File: config.mk
export PLATFORM = sky130hd
export DESIGN_NAME = fsu_top
export DESIGN_NICKNAME = d
export VERILOG_FILES = /design/src/fsu_pkg.sv /design/src/fsu_top.sv /design/src/fsu_key_cmp.sv
export SDC_FILE = /design/constraint.sdc
export NUM_CORES = 1
export LEC_CHECK = 0
export CORE_MARGIN = 2
export CORE_UTILIZATION = 50
export DETAILED_ROUTE_END_ITERATION = 12
export DONT_BUFFER_PORTS = 1
export PLACE_DENSITY = 0.68
export SYNTH_ARGS = -nofsm -noshare
export SYNTH_HDL_FRONTEND = slang
export SYNTH_SLANG_ARGS = --single-unit
File: constraint.sdc
create_clock -name ref_clk -period 1.2 [get_ports ref_clk]
set_input_delay 0 -clock ref_clk [delete_from_list [all_inputs] [get_ports ref_clk]]
set_output_delay 0 -clock ref_clk [all_outputs]
set_load 0.01 [all_outputs]
File: src/fsu_pkg.sv
// package for the flash security, backdoor unlock and reset-sequence block
// assumes one 250 MHz clock domain; shared by the top and the key comparator
package fsu_pkg;
  localparam int          KEY_BYTES        = 8;
  localparam int          KEY_W            = 64;
  // security register layout: key enable [7:6], mass erase [5:4], factory [3:2], state [1:0]
  localparam int          SEC_STATE_LSB    = 0;
  localparam int          SEC_KEY_ACCESS_ENABLE_LSB    = 6;
  localparam logic [1:0]  SEC_UNSECURE     = 2'h2;
  localparam logic [1:0]  SEC_KEY_ACCESS_ENABLE_ON     = 2'h2;
  localparam logic [7:0]  SEC_RST_VAL      = 8'hff;
  localparam logic [7:0]  PROT_RST_VAL     = 8'h00;
  localparam logic [7:0]  OPT_RST_VAL      = 8'h00;
  localparam logic [7:0]  BLK_RST_VAL      = 8'h00;
  localparam logic [7:0]  CMD_VERIFY_KEY   = 8'h45;
  // init load: one read cycle per loaded item, four items
  localparam int          INIT_LOAD_STEPS  = 4;
  localparam logic [2:0]  INIT_LAST_STEP   = 3'h3;

  typedef enum logic [1:0] {
    FSU_INIT = 2'b00,
    FSU_IDLE = 2'b01,
    FSU_CMP  = 2'b10,
    FSU_DONE = 2'b11
  } fsu_state_t;
endpackage : fsu_pkg

File: src/fsu_top.sv
// security state, backdoor key unlock and reset initialisation sequence
// assumes nonvolatile config values are stable inputs; commands launch with a one-cycle strobe
`timescale 1ns/1ps
// Behaviour
// - new stored security byte applies after reset
// - verify-key only with key access enabled
// - key match forces unsecure state
// - all-zero/all-one keys never unlock
// - failed compare blocks verify until reset
// - unlock changes only working security register
// - reset restores stored security byte
// - verify leaves protection registers untouched
// - unsecured chip may rewrite config field
// - reset loads config, protection, option, security
// - complete flag low during init
// - processor flash access stalled during init
// - complete flag set at init end
// - reset aborts running command immediately
// - no command resumes after reset
// - verify without enable sets access error
// - illegal presented key gives access error
// - complete flag set after verify
// - security register loaded from stored byte
module fsu_top
  import fsu_pkg::*;
(
  input  wire logic              ref_clk,
  input  wire logic              rst_b,
  input  wire logic              cmdLaunch,
  input  wire logic [7:0]        cmdCode,
  input  wire logic [KEY_W-1:0]  presentedKey,
  input  wire logic [KEY_W-1:0]  storedKey,
  input  wire logic [7:0]        storedSecByte,
  input  wire logic [7:0]        storedProtByte,
  input  wire logic [7:0]        storedOptByte,
  input  wire logic [7:0]        storedBlkCfg,
  input  wire logic              accErrClear,
  output logic [7:0]             securityReg,
  output logic [7:0]             protectionReg,
  output logic [7:0]             optionReg,
  output logic [7:0]             blockCfgReg,
  output logic                   commandCompleteFlag,
  output logic                   accessErrorFlag,
  output logic                   cpuStall,
  output logic                   configRewriteOk,
  output logic                   keyLockedOut
);
  // release synchronised so every flop leaves reset on one edge
  logic rstSync1, rstSyncB;
  always_ff @(posedge ref_clk or negedge rst_b) begin
    if (!rst_b) begin
      rstSync1 <= 1'b0;
      rstSyncB <= 1'b0;
    end else begin
      rstSync1 <= 1'b1;
      rstSyncB <= rstSync1;
    end
  end

  // field decodes, shared by the sequencer, the outputs and the checks
  function automatic logic keyAccessOn(input logic [7:0] s);
    return s[SEC_KEY_ACCESS_ENABLE_LSB +: 2] == SEC_KEY_ACCESS_ENABLE_ON;
  endfunction : keyAccessOn

  function automatic logic secIsOpen(input logic [7:0] s);
    return s[SEC_STATE_LSB +: 2] == SEC_UNSECURE;
  endfunction : secIsOpen

  typedef struct packed {
    fsu_state_t st;
    logic [2:0] step;
    logic [7:0] sec;
    logic [7:0] prot;
    logic [7:0] opt;
    logic [7:0] blk;
    logic       command_complete_flag;
    logic       access_error_flag;
    logic       lockOut;
  } fsu_regs_t;

  fsu_regs_t q, d;
  logic keysMatch, keyIllegal, isVerify, keyEnOn;

  fsu_key_cmp #(.NBYTES(KEY_BYTES)) uCmp (
    .presentedKey (presentedKey),
    .storedKey    (storedKey),
    .keysMatch    (keysMatch),
    .keyIllegal   (keyIllegal)
  );

  assign isVerify = cmdLaunch && (cmdCode == CMD_VERIFY_KEY);
  assign keyEnOn  = keyAccessOn(q.sec);

  always_comb begin
    d = q;
    if (accErrClear) d.access_error_flag = 1'b0;
    case (q.st)
      FSU_INIT: begin
        d.command_complete_flag = 1'b0;
        case (q.step)
          3'h0: d.blk = storedBlkCfg;
          3'h1: d.prot = storedProtByte;
          3'h2: d.opt = storedOptByte;
          default: d.sec = storedSecByte;
        endcase
        d.step = q.step + 3'h1;
        if (q.step == INIT_LAST_STEP) begin
          d.st   = FSU_IDLE;
          d.command_complete_flag = 1'b1;
        end
      end
      // launches while busy are dropped, not queued
      FSU_IDLE: begin
        if (isVerify && q.command_complete_flag) begin
          d.command_complete_flag = 1'b0;
          d.st   = FSU_CMP;
        end
      end
      FSU_CMP: begin
        // gate and lock-out first, so a blocked part never compares
        // disabled: error, no compare
        if (!keyEnOn || q.lockOut || keyIllegal) begin
          d.access_error_flag = 1'b1;
        end else if (keysMatch) begin
          d.sec[SEC_STATE_LSB +: 2] = SEC_UNSECURE;
        end else begin
          d.lockOut = 1'b1;
          d.access_error_flag  = 1'b1;
        end
        d.st = FSU_DONE;
      end
      FSU_DONE: begin
        d.command_complete_flag = 1'b1;
        d.st   = FSU_IDLE;
      end
      default: d.st = FSU_INIT;
    endcase
  end

  // reset aborts and reloads; nothing resumes
  always_ff @(posedge ref_clk or negedge rstSyncB) begin
    if (!rstSyncB) begin
      q <= '{st: FSU_INIT, step: 3'h0, sec: SEC_RST_VAL, prot: PROT_RST_VAL,
             opt: OPT_RST_VAL, blk: BLK_RST_VAL, command_complete_flag: 1'b0, access_error_flag: 1'b0, lockOut: 1'b0};
    end else begin
      q <= d;
    end
  end

  // stored byte read only at init; protection never written by verify
  assign securityReg         = q.sec;
  assign protectionReg       = q.prot;
  assign optionReg           = q.opt;
  assign blockCfgReg         = q.blk;
  assign commandCompleteFlag = q.command_complete_flag;
  assign accessErrorFlag     = q.access_error_flag;
  assign cpuStall            = q.st == FSU_INIT;
  assign configRewriteOk     = secIsOpen(q.sec);
  assign keyLockedOut        = q.lockOut;

  // reset-load path and verify-result checks
  a_init_no_command_complete_flag: assert property (@(posedge ref_clk) disable iff (!rstSyncB)
    cpuStall |-> !commandCompleteFlag) else $error("complete flag set during init");
  a_init_ends: assert property (@(posedge ref_clk) disable iff (!rstSyncB)
    $fell(cpuStall) |-> commandCompleteFlag) else $error("init end without complete");
  a_sec_load: assert property (@(posedge ref_clk) disable iff (!rstSyncB)
    $fell(cpuStall) |-> securityReg == $past(storedSecByte)) else $error("security not loaded");
  a_verify_done: assert property (@(posedge ref_clk) disable iff (!rstSyncB)
    (isVerify && q.st == FSU_IDLE && q.command_complete_flag) |-> ##3 commandCompleteFlag) else $error("verify not completed");
  a_no_key_access_enable_err: assert property (@(posedge ref_clk) disable iff (!rstSyncB)
    (q.st == FSU_CMP && !keyEnOn) |=> accessErrorFlag && $stable(securityReg)) else $error("disabled verify ok");
  a_illegal_err: assert property (@(posedge ref_clk) disable iff (!rstSyncB)
    (q.st == FSU_CMP && keyIllegal) |=> accessErrorFlag) else $error("illegal key accepted");
  a_match_unsec: assert property (@(posedge ref_clk) disable iff (!rstSyncB)
    (q.st == FSU_CMP && keyEnOn && !q.lockOut && keysMatch) |=> configRewriteOk) else $error("match not unsecured");
  a_lock_sticky: assert property (@(posedge ref_clk) disable iff (!rstSyncB)
    keyLockedOut |=> keyLockedOut) else $error("lockout cleared");
  a_prot_stable: assert property (@(posedge ref_clk) disable iff (!rstSyncB)
    !cpuStall |=> $stable(protectionReg) && $stable(optionReg)) else $error("protection changed");
  a_stall_len: assert property (@(posedge ref_clk) disable iff (!rstSyncB)
    $rose(rstSyncB) |-> cpuStall[*4] ##1 !cpuStall) else $error("stall length wrong");

  // command-path checks: gate, lock-out and what reset leaves behind
  a_launch_ack: assert property (@(posedge ref_clk) disable iff (!rstSyncB)
    (isVerify && q.st == FSU_IDLE && q.command_complete_flag) |=> !commandCompleteFlag) else $error("launch not taken");
  a_cmp_from_idle: assert property (@(posedge ref_clk) disable iff (!rstSyncB)
    (q.st == FSU_CMP) |-> $past(commandCompleteFlag)) else $error("compare without ready");
  a_lock_blocks: assert property (@(posedge ref_clk) disable iff (!rstSyncB)
    (q.st == FSU_CMP && q.lockOut) |=> accessErrorFlag && $stable(securityReg)) else $error("locked verify ran");
  a_mismatch_lock: assert property (@(posedge ref_clk) disable iff (!rstSyncB)
    (q.st == FSU_CMP && keyEnOn && !q.lockOut && !keyIllegal && !keysMatch)
    |=> keyLockedOut && accessErrorFlag) else $error("mismatch not locked");
  a_lock_only_fail: assert property (@(posedge ref_clk) disable iff (!rstSyncB)
    $rose(keyLockedOut) |-> $past(q.st == FSU_CMP)) else $error("lockout without compare");
  a_sec_only: assert property (@(posedge ref_clk) disable iff (!rstSyncB)
    (q.st == FSU_CMP) |=> $stable(securityReg[SEC_KEY_ACCESS_ENABLE_LSB +: 2]) && $stable(blockCfgReg))
    else $error("verify touched config");
  a_disabled_keeps: assert property (@(posedge ref_clk) disable iff (!rstSyncB)
    (q.st == FSU_CMP && !keyEnOn) |=> $stable(keyLockedOut) && $stable(configRewriteOk)) else $error("gate ignored");
  a_unlock_only_match: assert property (@(posedge ref_clk) disable iff (!rstSyncB)
    $rose(configRewriteOk) |-> $past(q.st == FSU_CMP) || $past(cpuStall)) else $error("unlock without match");
  a_reset_clean: assert property (@(posedge ref_clk) disable iff (!rstSyncB)
    $rose(rstSyncB) |-> !keyLockedOut && !accessErrorFlag && !commandCompleteFlag)
    else $error("state survived reset");
  a_step_bound: assert property (@(posedge ref_clk) disable iff (!rstSyncB)
    cpuStall |-> q.step <= INIT_LAST_STEP) else $error("init ran long");
  a_err_sticky: assert property (@(posedge ref_clk) disable iff (!rstSyncB)
    (accessErrorFlag && !accErrClear) |=> accessErrorFlag) else $error("error flag dropped");

  c_unlock: cover property (@(posedge ref_clk) disable iff (!rstSyncB) $rose(configRewriteOk));
  c_lockout: cover property (@(posedge ref_clk) disable iff (!rstSyncB) $rose(keyLockedOut));
  c_init_done: cover property (@(posedge ref_clk) disable iff (!rstSyncB) $fell(cpuStall));
  c_illegal_key: cover property (@(posedge ref_clk) disable iff (!rstSyncB) q.st == FSU_CMP && keyIllegal);
  c_disabled_verify: cover property (@(posedge ref_clk) disable iff (!rstSyncB) q.st == FSU_CMP && !keyEnOn);
endmodule : fsu_top

File: src/fsu_key_cmp.sv
// bytewise backdoor key comparator, combinational
// assumes both keys are stable while the sequencer samples the result
`timescale 1ns/1ps
module fsu_key_cmp
  import fsu_pkg::*;
#(
  parameter int NBYTES = KEY_BYTES
) (
  input  wire logic [8*NBYTES-1:0] presentedKey,
  input  wire logic [8*NBYTES-1:0] storedKey,
  output logic                     keysMatch,
  output logic                     keyIllegal
);
  logic [NBYTES-1:0] byteEq;

  genvar gi;
  generate
    for (gi = 0; gi < NBYTES; gi++) begin : gByte
      assign byteEq[gi] = presentedKey[8*gi +: 8] == storedKey[8*gi +: 8];
    end
  endgenerate

  assign keyIllegal = (presentedKey == '0) || (&presentedKey) || (storedKey == '0) || (&storedKey);
  assign keysMatch  = (&byteEq) && !keyIllegal;
endmodule : fsu_key_cmp

# == After elaboration in Yosys (flattened, before gate mapping) ==
# Index checks and enable logic that the tools add are counted.
# word_totals
out_inout_bits,37
inputBits,172
regBits,42
word_cells,81
# op_classes
mux,15
n_eq_ne,22
bitwise_logic,3
reduce_logical,28
add_sub_neg,1
# op_table
operator,count
64-bit zero test,2
64-bit AND reduction,2
8-bit equality test,8
2-bit 2-to-1 mux,7
2-bit AND reduction,6
"2-bit equality test, second input constant",4
"8-bit by 7-bit equality test with 1-bit output, second input constant",1
"2-bit inequality test, second input constant",4
2-bit one-hot mux with 4 select lines,1
8-bit AND reduction,1
"3-bit by 2-bit equality test with 1-bit output, second input constant",2
1-bit logical OR,5
1-bit 2-to-1 mux,5
2-bit one-hot mux with 2 select lines,1
4-bit AND reduction,1
"3-bit by 1-bit adder with 3-bit output, second input constant",1
"3-bit by 1-bit equality test with 1-bit output, second input constant",1
1-bit logical AND,3
3-bit zero test,1
1-bit inverter,3
1-bit one-hot mux with 3 select lines,1
3-bit AND reduction,1
3-bit nonzero test,1
3-bit OR reduction,1
other kinds (5),6

# == Logic depth before layout (Yosys ltp) ==
# Gate-level depths: netlist of run 1.
# depth
ltp_word,9
ltp_mapped,8
mapped_depth_nobuf,8

# == By module ==
# From an unflattened synthesis of run 1, not the netlist that was laid out.
# unflattened
cells_unflattened,341
hier_area_um2,3389.5
# modules_own_cells
mod,cells_each,instances,seq_area_each_um2,area_per_inst_um2
fsu_top,170,1,1061.0,2140.8
fsu_key_cmp,171,1,0.0,1248.7

# == Least setup slack after synthesis of run 1 ==
# Ideal clock, no wire load.
# synth_timing
kind,register to register
from,reg q[38] (netlist name)
to,reg q (netlist bit securityReg[1])
required_time_ps,1119
synth_period_minus_slack_ps,1887
path_stages_with_launch,7
setup_slack_ps,-687
n_path_buf,1
arrival_ps,1806
setup_time_ps,81
cell_sequence,dfrtp_1 -> inv_1 -> ha_1 -> clkbuf_1 -> o21ai_1 -> mux2_2 -> o221a_1
# synth_between
elab_chain_len,3
word_cells_on_any_way,8
cone_classes,eq/ne: 4; mux: 1; reduce/logical: 3
# synth_lines
item,line,rtl
start: declaration,fsu_top.sv:81,"fsu_regs_t q, d;"
start signal: assignment,fsu_top.sv:143,"q <= '{st: FSU_INIT, step: 3'h0, sec: SEC_RST_VAL, prot: PROT_RST_VAL,"
2-bit zero test *,--,
named net cpuStall,fsu_top.sv:44,"output logic cpuStall,"
2-bit inequality test (no source line) or 2-bit nonzero test (tied branches),--,
4-bit AND reduction (no source line),--,
# Mark *: on every way through the listed nets, which the timed path passes. The rest lies on a longest branch.
# A chain may end at the register's enable or synchronous reset.

# == Final worst setup path of run 1 ==
# layout_timing
from,reg q[35] (netlist name)
to,reg q (netlist bit securityReg[1])
# layout_between
elab_chain_len,4
word_cells_on_any_way,6
cone_classes,eq/ne: 3; reduce/logical: 3
# layout_lines
item,line,rtl
"3-bit by 2-bit equality test with 1-bit output, or another cell as far along",fsu_top.sv:100,case (q.step)
3-bit OR reduction (no source line) *,--,
2-bit inequality test (no source line) *,--,
4-bit AND reduction (no source line) *,--,
# Every way passes the cells marked *; elsewhere a longest branch is shown, timed or not.

==> impl_metrics.env, run 1 <==
export IMPL_routed_via_count=2954
export IMPL_timing_rr_end="securityReg[1]"
export IMPL_clock_latency_ns=0.29
export IMPL_critPathSlowestCell="dfrtp_2"
export IMPL_dp_cells=398
export IMPL_layout_common_cells="xnor2_1 (64), nand4_1 (59), nor4_1 (36)"
export IMPL_start_kind="flip-flop"
export IMPL_skew_ns=0.007504
export IMPL_core_um2=6350
export IMPL_cts_buffer_depth=2
export IMPL_numCtsBuffers=5
export IMPL_slew_viol_final=0
export IMPL_grt_max_degree=41
export IMPL_p_sw_mw=2.708
export IMPL_synth_cells=330
export IMPL_ctsRootBufferMaster="clkbuf_8"
export IMPL_met3_usage_pct=8.456
export IMPL_detail_route_antenna_nets=0
export IMPL_synthXorXnorAreaFrac_pct=17.44
export IMPL_cp_required_ns=1.43
export IMPL_gr_usage_met2_pct=55.26
export IMPL_dr_first_iter_drc_count=139
export IMPL_synthAdderAreaFrac_pct=3.066
export IMPL_critPathBufInv=1
export IMPL_critPathCapture="securityReg[1]"
export IMPL_synth_top_family_by_area="simple AND/OR/NAND/NOR gates"
export IMPL_final_common_cell="xnor2_1"
export IMPL_p_clk_share_pct=12.5
export IMPL_ys_types=33
export IMPL_routed_via_density=6.638
export IMPL_grt_first_pass_wirelength_um=16550
export IMPL_area_sequential_um2=1065
export IMPL_drc_errors=0
export IMPL_grt_pass1_vias=3254
export IMPL_crit_path_max_fanout=4
export IMPL_min_period_over_period_pct=128.1
export IMPL_gp_congestion=1.000
export IMPL_portBuffers=0
export IMPL_hp_class="primary input to flip-flop"
export IMPL_busiest_layer="met2"
export IMPL_dpl_hpwl_um=8622
export IMPL_worst_path_stages=6
export IMPL_p_seq_share_pct=41.1
export IMPL_path_class="flip-flop to flip-flop"
export IMPL_irDropWorstVdd_mv=1.404
export IMPL_p_leak_nw=1.471
export IMPL_cp_top_family="flip-flops"
export IMPL_pwr_share_comb_pct=46.5
export IMPL_switching_share_pct=36.32
export IMPL_final_nets=547
export IMPL_grtUsageMet1_pct=30.67
export IMPL_final_setup_viol_count=37
export IMPL_synth_area_per_cell_um2=9.892
export IMPL_r2r_start="q[35]"
export IMPL_ys_ff_latch=42
export IMPL_fillerInstances=489
export IMPL_cp_cell_sequence="inv_4 > ha_4 > nor3_4 > o21ai_4 > mux2_4 > o221a_1"
export IMPL_max_cap_violations=0
export IMPL_syn2layout_area_growth_pct=27.02
export IMPL_synthMuxAreaShare_pct=11.65
export IMPL_initial_core_util_pct=51.41
export IMPL_wl_per_cell_um=24.57
export IMPL_diodes=0
export IMPL_drt_pass1_iter_count=4
export IMPL_synth_nets=510
export IMPL_grt_usage_pct=30.02
export IMPL_synth_compound_area_share_pct=2.453
export IMPL_run_status="complete, but fails checks"
export IMPL_clkTransAtPathRegs_ns=0.08
export IMPL_fin_ws_ns=-0.3369
export IMPL_critPathLaunch="q[35]"
export IMPL_tns_ns=-9.938
export IMPL_wl_um=10930
export IMPL_p_int_mw=4.748
export IMPL_htreeDepth=2
export IMPL_grt_ovfl_total=0
export IMPL_cp_arrival_ns=1.76
export IMPL_multi_input_area_um2=2262
export IMPL_synth_area_um2=3264
export IMPL_die_area_um2=7191
export IMPL_critPathMaxStageDelay_ns=0.46
export IMPL_hold_viol=0
export IMPL_powerDensity_nw_per_um2=1798
export IMPL_rsz0062_at_grt="true"
export IMPL_cts_tree="done"
export IMPL_crit_path_end_kind="flip-flop"
export IMPL_fmax_mhz=650.6
export IMPL_finalCriticalPeriod_ns=1.537
export IMPL_cts_sinks=42
export IMPL_total_power_mw=7.455
export IMPL_num_rows=29
export IMPL_grt_antenna_before_repair=0
export IMPL_violations="setup timing"
export IMPL_io_pins=209
export IMPL_ys_seq_area_share_pct=32.50
export IMPL_hold_worst_slack_ns=0.01558
export IMPL_die_h_um=84.80
export IMPL_drive_above_1_share_pct=31.79
export IMPL_yosys_area_share_simple_pct=24.49
export IMPL_die_width_um=84.80
export IMPL_stdcell_count=445
export IMPL_reg2reg_depth=6
export IMPL_ys_warn_count=0
export IMPL_reg2reg_slack_ns=-0.34
timing repair:
action	4_1_cts	5_1_grt
pin swaps	8	13
setup buffers	4	3
gates resized for setup	15	20
endpoints found under the setup margin	38	40
hold endpoints to repair	34	0
hold buffers	34	0
flip-flops by register name (all words and copies together), names as in the netlist:
register and cells:
accessErrorFlag 1, blockCfgReg 8, commandCompleteFlag 1, keyLockedOut 1, optionReg 8, protectionReg 8
q 5, rstSync1 1, rstSyncB 1, securityReg 8
cells in the mapped netlist:
cell type   n  area, um2
dfrtp_1    34      850.8
nor4_2      2      25.02
o21ai_0     4      20.02
mux2i_1     2      20.02
a21oi_1     1      5.000
nand4_1    59      369.1
mux2_1     17      191.4
conb_1      1      3.750
o221a_1     1      11.26
o21ai_1     2      10.01
ha_1        8      100.1
nor3_1      1      5.000
nand4_2     1      12.51
mux2_2     15      168.9
o21ai_2     1      8.760
clkbuf_1    1      3.750
nand2_1     9      33.78
nand4bb_1   1      11.26
nand3_1     1      5.000
o221ai_1    1      8.760
inv_1       7      26.28
or4_1       2      15.01
xnor2_1    64      560.5
buf_4      32      240.2
nor4_1     42      262.8
o41ai_1     1      8.760
nor2b_1     1      6.260
dfstp_2     8      210.2
nand2b_1    4      25.02
o21bai_1    1      7.510
xor2_1      1      8.760
nand4b_1    2      17.52
nor2_1      3      11.26
final cells by class:
cell class                 count  area share, %
clock inverter                 3         0.5733
multi-input combinational    248          54.56
tap                           77          2.323
timing repair buffer          63          14.39
inverter                       7         0.8147
sequential                    42          25.68
clock buffer                   5          1.660
per-layer routing:
| metal | wire length, um | share of wire, % |
|---|---|---|
| met5 | 0 | 0 |
| met4 | 570 | 5.2 |
| met3 | 976 | 8.9 |
| met2 | 5804 | 53 |
| met1 | 3582 | 33 |
worst min path at each step:
stage                     startpoint              to  slack, ns  depth (start not counted)
CTS                 storedSecByte[1]  securityReg[1]      0.005                          2
floorplan                      rst_b        rstSync1      -0.30                          0
global route        storedSecByte[1]  securityReg[1]       0.02                          2
detailed placement             rst_b        rstSyncB      -0.30                          0
global placement               rst_b        rstSync1      -0.30                          0
finish              storedSecByte[1]  securityReg[1]       0.02                          2
cell families (layout without fill, tap and decap cells):
kind of cell             Yosys count  after routing
XOR/XNOR                          65             65
AND/OR/NAND/NOR                  128            128
adder cells (fa/ha/maj)            8              8
buffers and inverters             40             78
flip-flops                        42             42
AO/OA/AOI/OAI                     12             12
multiplexers                      34             34
other                              1              1
stage by stage:
| stage | worst slack [ns] | utilization (%) | instance area [um2] |
|---|---|---|---|
| 6_report | -0.3369 | 65.30 | 4146 |
| 5_1_grt | -0.3977 | 65.30 | 4146 |
| 4_1_cts | -0.3489 | 63.65 | 4041 |
| 3_5_place_dp | -0.4910 | 55.13 | 3501 |
| 3_3_place_gp | -0.4752 | 55.13 | 3501 |
| 2_1_floorplan | -0.3895 | - | 3466 |
power by group through the flow:
stage	Sequential [mW]	Combinational (mW)	Clock (mW)
after floorplan	2.65	3.13	0
after global placement	3.02	2.75	0
after detailed placement	3.05	2.83	0
after CTS	3.03	3.15	0.950
after global routing	3.16	3.76	1.01
final	3.06	3.46	0.930
worst register-to-register path: cells and delay by family (launching register included):
kind	cells	cell delay (ns)
flops	1	0.46
mux	1	0.30
compound gates	2	0.29
simple gates	1	0.20
fa+ha+maj	1	0.17
buf+inv	1	0.07
No activity file was read; power rests on OpenSTA's default activity.
==> run 2, diff against run 1 <==
--- a/config.mk
+++ b/config.mk
@@ -9,7 +9,9 @@
 export CORE_UTILIZATION = 50
 export DETAILED_ROUTE_END_ITERATION = 12
 export DONT_BUFFER_PORTS = 1
+export GPL_ROUTABILITY_DRIVEN = 0
 export PLACE_DENSITY = 0.68
+export REMOVE_ABC_BUFFERS = 1
 export SYNTH_ARGS = -nofsm -noshare
 export SYNTH_HDL_FRONTEND = slang
 export SYNTH_SLANG_ARGS = --single-unit
==> impl_metrics.env, run 2 (synthesis gave the netlist of run 1 again) <==
export IMPL_crit_path_end_kind="flip-flop"
export IMPL_numCtsBuffers=5
export IMPL_detail_route_antenna_nets=0
export IMPL_grt_usage_pct=32.50
export IMPL_fmax_mhz=587.7
export IMPL_cp_arrival_ns=1.93
export IMPL_fin_ws_ns=-0.5016
export IMPL_drc_errors=0
export IMPL_hp_class="primary input to flip-flop"
export IMPL_crit_path_max_fanout=3
export IMPL_cts_sinks=42
export IMPL_clkTransAtPathRegs_ns=0.08
export IMPL_drt_pass1_iter_count=4
export IMPL_diodes=0
export IMPL_grt_antenna_before_repair=0
export IMPL_cts_buffer_depth=2
export IMPL_cp_required_ns=1.43
export IMPL_min_period_over_period_pct=141.8
export IMPL_routed_via_count=3045
export IMPL_pre_cts_slack_ns=-0.5210
export IMPL_drive_above_1_share_pct=36.17
export IMPL_finish_utilization_pct=68.61
export IMPL_run_status="complete, but fails checks"
export IMPL_layout_common_cells="nand4_1 (59), xnor2_1 (59), dfrtp_1 (34), dlygate4sd3_1 (34), buf_4 (31)"
export IMPL_irDropWorstVdd_mv=1.642
export IMPL_htreeDepth=2
export IMPL_initial_core_util_pct=51.41
export IMPL_grt_first_pass_wirelength_um=18020
export IMPL_hold_viol=0
export IMPL_io_pins=209
export IMPL_wl_um=12390
export IMPL_syn2layout_area_growth_pct=33.46
export IMPL_violations="setup timing"
export IMPL_ctsRootBufferMaster="clkbuf_8"
export IMPL_clock_latency_ns=0.30
export IMPL_slew_viol_final=0
export IMPL_finalCriticalPeriod_ns=1.702
export IMPL_p_leak_nw=1.558
export IMPL_powerDensity_nw_per_um2=1856
export IMPL_final_setup_viol_count=36
export IMPL_cts_tree="done"
export IMPL_max_cap_violations=0
export IMPL_stdcell_count=453
export IMPL_rsz0062_at_grt="true"
export IMPL_portBuffers=0
export IMPL_tns_ns=-10.46
export IMPL_grt_pass1_vias=3375
export IMPL_path_class="flip-flop to flip-flop"
export IMPL_dp_cells=404
export IMPL_skew_ns=0.01579
export IMPL_die_h_um=84.80
export IMPL_start_kind="flip-flop"
export IMPL_wl_per_cell_um=27.35
export IMPL_routed_via_density=6.722
export IMPL_num_rows=29
export IMPL_final_nets=555
export IMPL_dr_first_iter_drc_count=138
export IMPL_die_area_um2=7191
export IMPL_grt_max_degree=41
export IMPL_grt_ovfl_total=0
export IMPL_core_um2=6350
export IMPL_die_width_um=84.80
export IMPL_dpl_hpwl_um=8747
[run 2: changes by cell type in the layout (fill, tap and decap cells not counted), moves of 5 or more]
cell     before  now
nor4_1       36   25
mux2_2       13    7
nor4_2        7   16
xnor2_1      64   59
mux2_4       19   25
buf_4        22   31
[run 2: final cells by class]
cell class | count | area, um2
Multi-Input combinational cell | 248 | 2405
Fill cell | 451 | 1993
Sequential cell | 42 | 1061
Timing Repair Buffer | 71 | 653.1
Tap cell | 77 | 96.34
Clock buffer | 5 | 68.82
Clock inverter | 3 | 43.79
Inverter | 7 | 28.78
[run 2: metal layers]
metal,track usage (%),vias to the layer above,share of wire (%)
met2,62.20,215,55
met3,6.981,43,7.7
met1,34.94,1464,33
met4,11.11,0,3.9
li1,-,1323,-
met5,0,-,0
[run 2: what timing repair did]
item | 4_1_cts | 5_1_grt
pin swaps | 6 | 11
resized for setup | 62 | 41
hold buffers | 34 | 0
setup endpoints to repair | 38 | 40
buffers inserted | 6 | 4
gates cloned | 0 | 0
endpoints found under the hold margin | 34 | 0
[run 2: per-stage QoR]
step	total power, mW	hold slack (ns)	area, um2
finish	8.086	0.03006	4357
global route	8.462	0.03427	4357
CTS	7.499	0.03385	4121
detailed placement	5.384	-0.2955	3354
global placement	5.239	-0.2955	3354
floorplan	4.329	-0.2956	3020
[run 2: worst paths after layout]
check / from / endpoint / slack, ns / cells past startpoint
min: storedSecByte[1] / securityReg[1] / 0.03 / 2
min in group asynchronous: rstSyncB / optionReg[1] / 0.23 / 1
min reg2reg: rstSyncB / optionReg[1] / 0.23 / 1
max in group asynchronous: rst_b / rstSync1 / 0.61 / 2
max: q[36] / securityReg[1] / -0.50 / 7
max reg2reg: q[36] / securityReg[1] / -0.50 / 7
[run 2: report_power, final]
| part | switching [mW] | leakage [nW] | internal [mW] |
|---|---|---|---|
| clock | 0.510 | 0.0585 | 0.624 |
| combinational | 1.60 | 1.02 | 2.28 |
| sequential | 0.853 | 0.478 | 2.22 |
| total | 2.97 | 1.56 | 5.12 |
[run 2: worst max-delay path, stage by stage, from the launching register on]
cell	delay, ns
dfrtp_1	0.40
inv_2	0.10
ha_4	0.18
nor3_4	0.21
o21ai_2	0.09
buf_6	0.14
mux2_4	0.29
o221a_1	0.23
==> run 3, diff against run 2 <==
--- a/config.mk
+++ b/config.mk
@@ -6,12 +6,12 @@
 export NUM_CORES = 1
 export LEC_CHECK = 0
 export CORE_MARGIN = 2
-export CORE_UTILIZATION = 50
+export CORE_UTILIZATION = 37
 export DETAILED_ROUTE_END_ITERATION = 12
 export DONT_BUFFER_PORTS = 1
 export GPL_ROUTABILITY_DRIVEN = 0
-export PLACE_DENSITY = 0.68
 export REMOVE_ABC_BUFFERS = 1
+export SETUP_SLACK_MARGIN = 0.15
 export SYNTH_ARGS = -nofsm -noshare
 export SYNTH_HDL_FRONTEND = slang
 export SYNTH_SLANG_ARGS = --single-unit
==> constraint.sdc (replaced) <==
create_clock -name ref_clk -period 1.5 [get_ports ref_clk]
set_input_delay 0 -clock ref_clk [delete_from_list [all_inputs] [get_ports ref_clk]]
set_output_delay 0 -clock ref_clk [all_outputs]
set_load 0.01 [all_outputs]
==> impl_metrics.env, run 3 (synthesis gave the netlist of run 1 again) <==
export IMPL_run_status="complete, but fails checks"
export IMPL_violations="setup timing"
export IMPL_hp_class="primary input to flip-flop"
export IMPL_drc_errors=0
export IMPL_max_cap_violations=0
export IMPL_critPathLaunch="q[36]"
export IMPL_start_kind="flip-flop"
export IMPL_wl_per_cell_um=25.15
export IMPL_dp_cells=433
export IMPL_slew_viol_final=0
export IMPL_clock_latency_ns=0.30
export IMPL_min_from="storedSecByte[1]"
export IMPL_layout_common_cells="xnor2_1 (64), nand4_1 (59), nor4_1 (40)"
export IMPL_fmax_mhz=626.7
export IMPL_hold_viol=0
export IMPL_syn2layout_area_growth_pct=28.21
export IMPL_pre_cts_slack_ns=-0.3169
export IMPL_cts_buffer_depth=2
export IMPL_dr_first_iter_drc_count=124
export IMPL_min_period_over_period_pct=106.4
export IMPL_core_um2=8636
export IMPL_drive_above_1_share_pct=29.14
export IMPL_initial_core_util_pct=37.80
export IMPL_cts_tree="done"
export IMPL_cts_sinks=42
export IMPL_diodes=0
export IMPL_grt_usage_pct=23.49
export IMPL_num_rows=34
export IMPL_finalCriticalPeriod_ns=1.596
export IMPL_final_common_cell="xnor2_1"
export IMPL_fillerInstances=759
export IMPL_die_h_um=97.93
export IMPL_grt_first_pass_wirelength_um=17530
export IMPL_numCtsBuffers=5
export IMPL_grt_antenna_before_repair=0
export IMPL_fin_ws_ns=-0.09554
export IMPL_final_setup_viol_count=26
export IMPL_rsz0062_at_grt="true"
export IMPL_powerDensity_nw_per_um2=1460
export IMPL_final_nets=553
export IMPL_stdcell_count=482
export IMPL_die_area_um2=9590
export IMPL_skew_ns=0.01048
export IMPL_r2r_start="q[36]"
export IMPL_die_width_um=97.93
export IMPL_grt_ovfl_total=0
export IMPL_ctsRootBufferMaster="clkbuf_8"
export IMPL_detail_route_antenna_nets=0
export IMPL_crit_path_max_fanout=3
export IMPL_io_pins=209
export IMPL_routed_via_density=6.220
export IMPL_path_class="flip-flop to flip-flop"
export IMPL_routed_via_count=2998
export IMPL_htreeDepth=2
export IMPL_grt_pass1_vias=3230
export IMPL_crit_path_end_kind="flip-flop"
export IMPL_grt_max_degree=25
export IMPL_dpl_hpwl_um=9112
export IMPL_clkTransAtPathRegs_ns=0.07
export IMPL_drt_pass1_iter_count=4
export IMPL_p_leak_nw=1.525
export IMPL_portBuffers=0
export IMPL_cp_required_ns=1.73
export IMPL_cp_arrival_ns=1.82
export IMPL_wl_um=12120
export IMPL_irDropWorstVdd_mv=0.5432
==> run 3: where the power goes <==
group	leakage (nW)	internal (mW)	total [mW]	switching [mW]
Combinational	0.996	1.65	2.73	1.08
Clock	0.0514	0.497	0.888	0.391
Sequential	0.477	1.78	2.49	0.711
==> run 3: layer usage <==
layer	share of wire, %	up-vias	global-route usage [%]
li1	-	1319	-
met1	34	1422	24.77
met2	54	221	44.52
met3	8.5	36	5.941
met4	4.2	0	8.868
met5	0	-	0
==> run 3: area by class of cell <==
class | instances | area (um2) | share of cell area [%]
clock buffers | 6 | 72.57 | 1.734
clock inverters | 2 | 37.54 | 0.8969
inverters | 7 | 31.28 | 0.7474
multi-input cells | 248 | 2203 | 52.65
flip-flops and latches | 42 | 1062 | 25.38
well taps | 108 | 135.1 | 3.229
repair buffers | 69 | 643.1 | 15.37
==> run 3: repair_timing <==
action / 4_1_cts / 5_1_grt
endpoints found under the setup margin: 35 / 37
cloned: 0 / 0
hold buffers: 36 / 0
setup buffers: 3 / 2
pin swaps: 8 / 7
hold endpoints to repair: 35 / 0
gates resized for setup: 54 / 23
==> run 3: final timing paths <==
check                      slack [ns]  cells past startpoint             end
min in group asynchronous        0.23                      1           q[35]
hold reg to reg                  0.23                      1           q[35]
setup / recovery                 -0.1                      6  securityReg[1]
setup reg to reg                 -0.1                      6  securityReg[1]
max in group asynchronous        0.91                      2        rstSync1
hold / removal                   0.02                      2  securityReg[1]
==> run 3: critical path, stage by stage, from the launching register on <==
cell and delay, ns:
dfrtp_1 0.42, inv_2 0.14, ha_4 0.17, nor3_4 0.04, o21ai_2 0.21, mux2_4 0.32
o221a_1 0.22
==> run 3: metrics by stage <==
step	total power [mW]	util [%]	TNS [ns]	area [um2]	hold WS [ns]
finish	6.110	48.46	-0.7594	4185	0.02367
global route	6.443	48.46	-1.874	4185	0.02007
CTS	5.715	46.86	-0.2503	4046	0.01819
detailed placement	4.186	38.97	-4.943	3366	-0.2955
global placement	4.094	38.97	-3.622	3366	-0.2955
floorplan	3.464	-	-6.418	3020	-0.2956
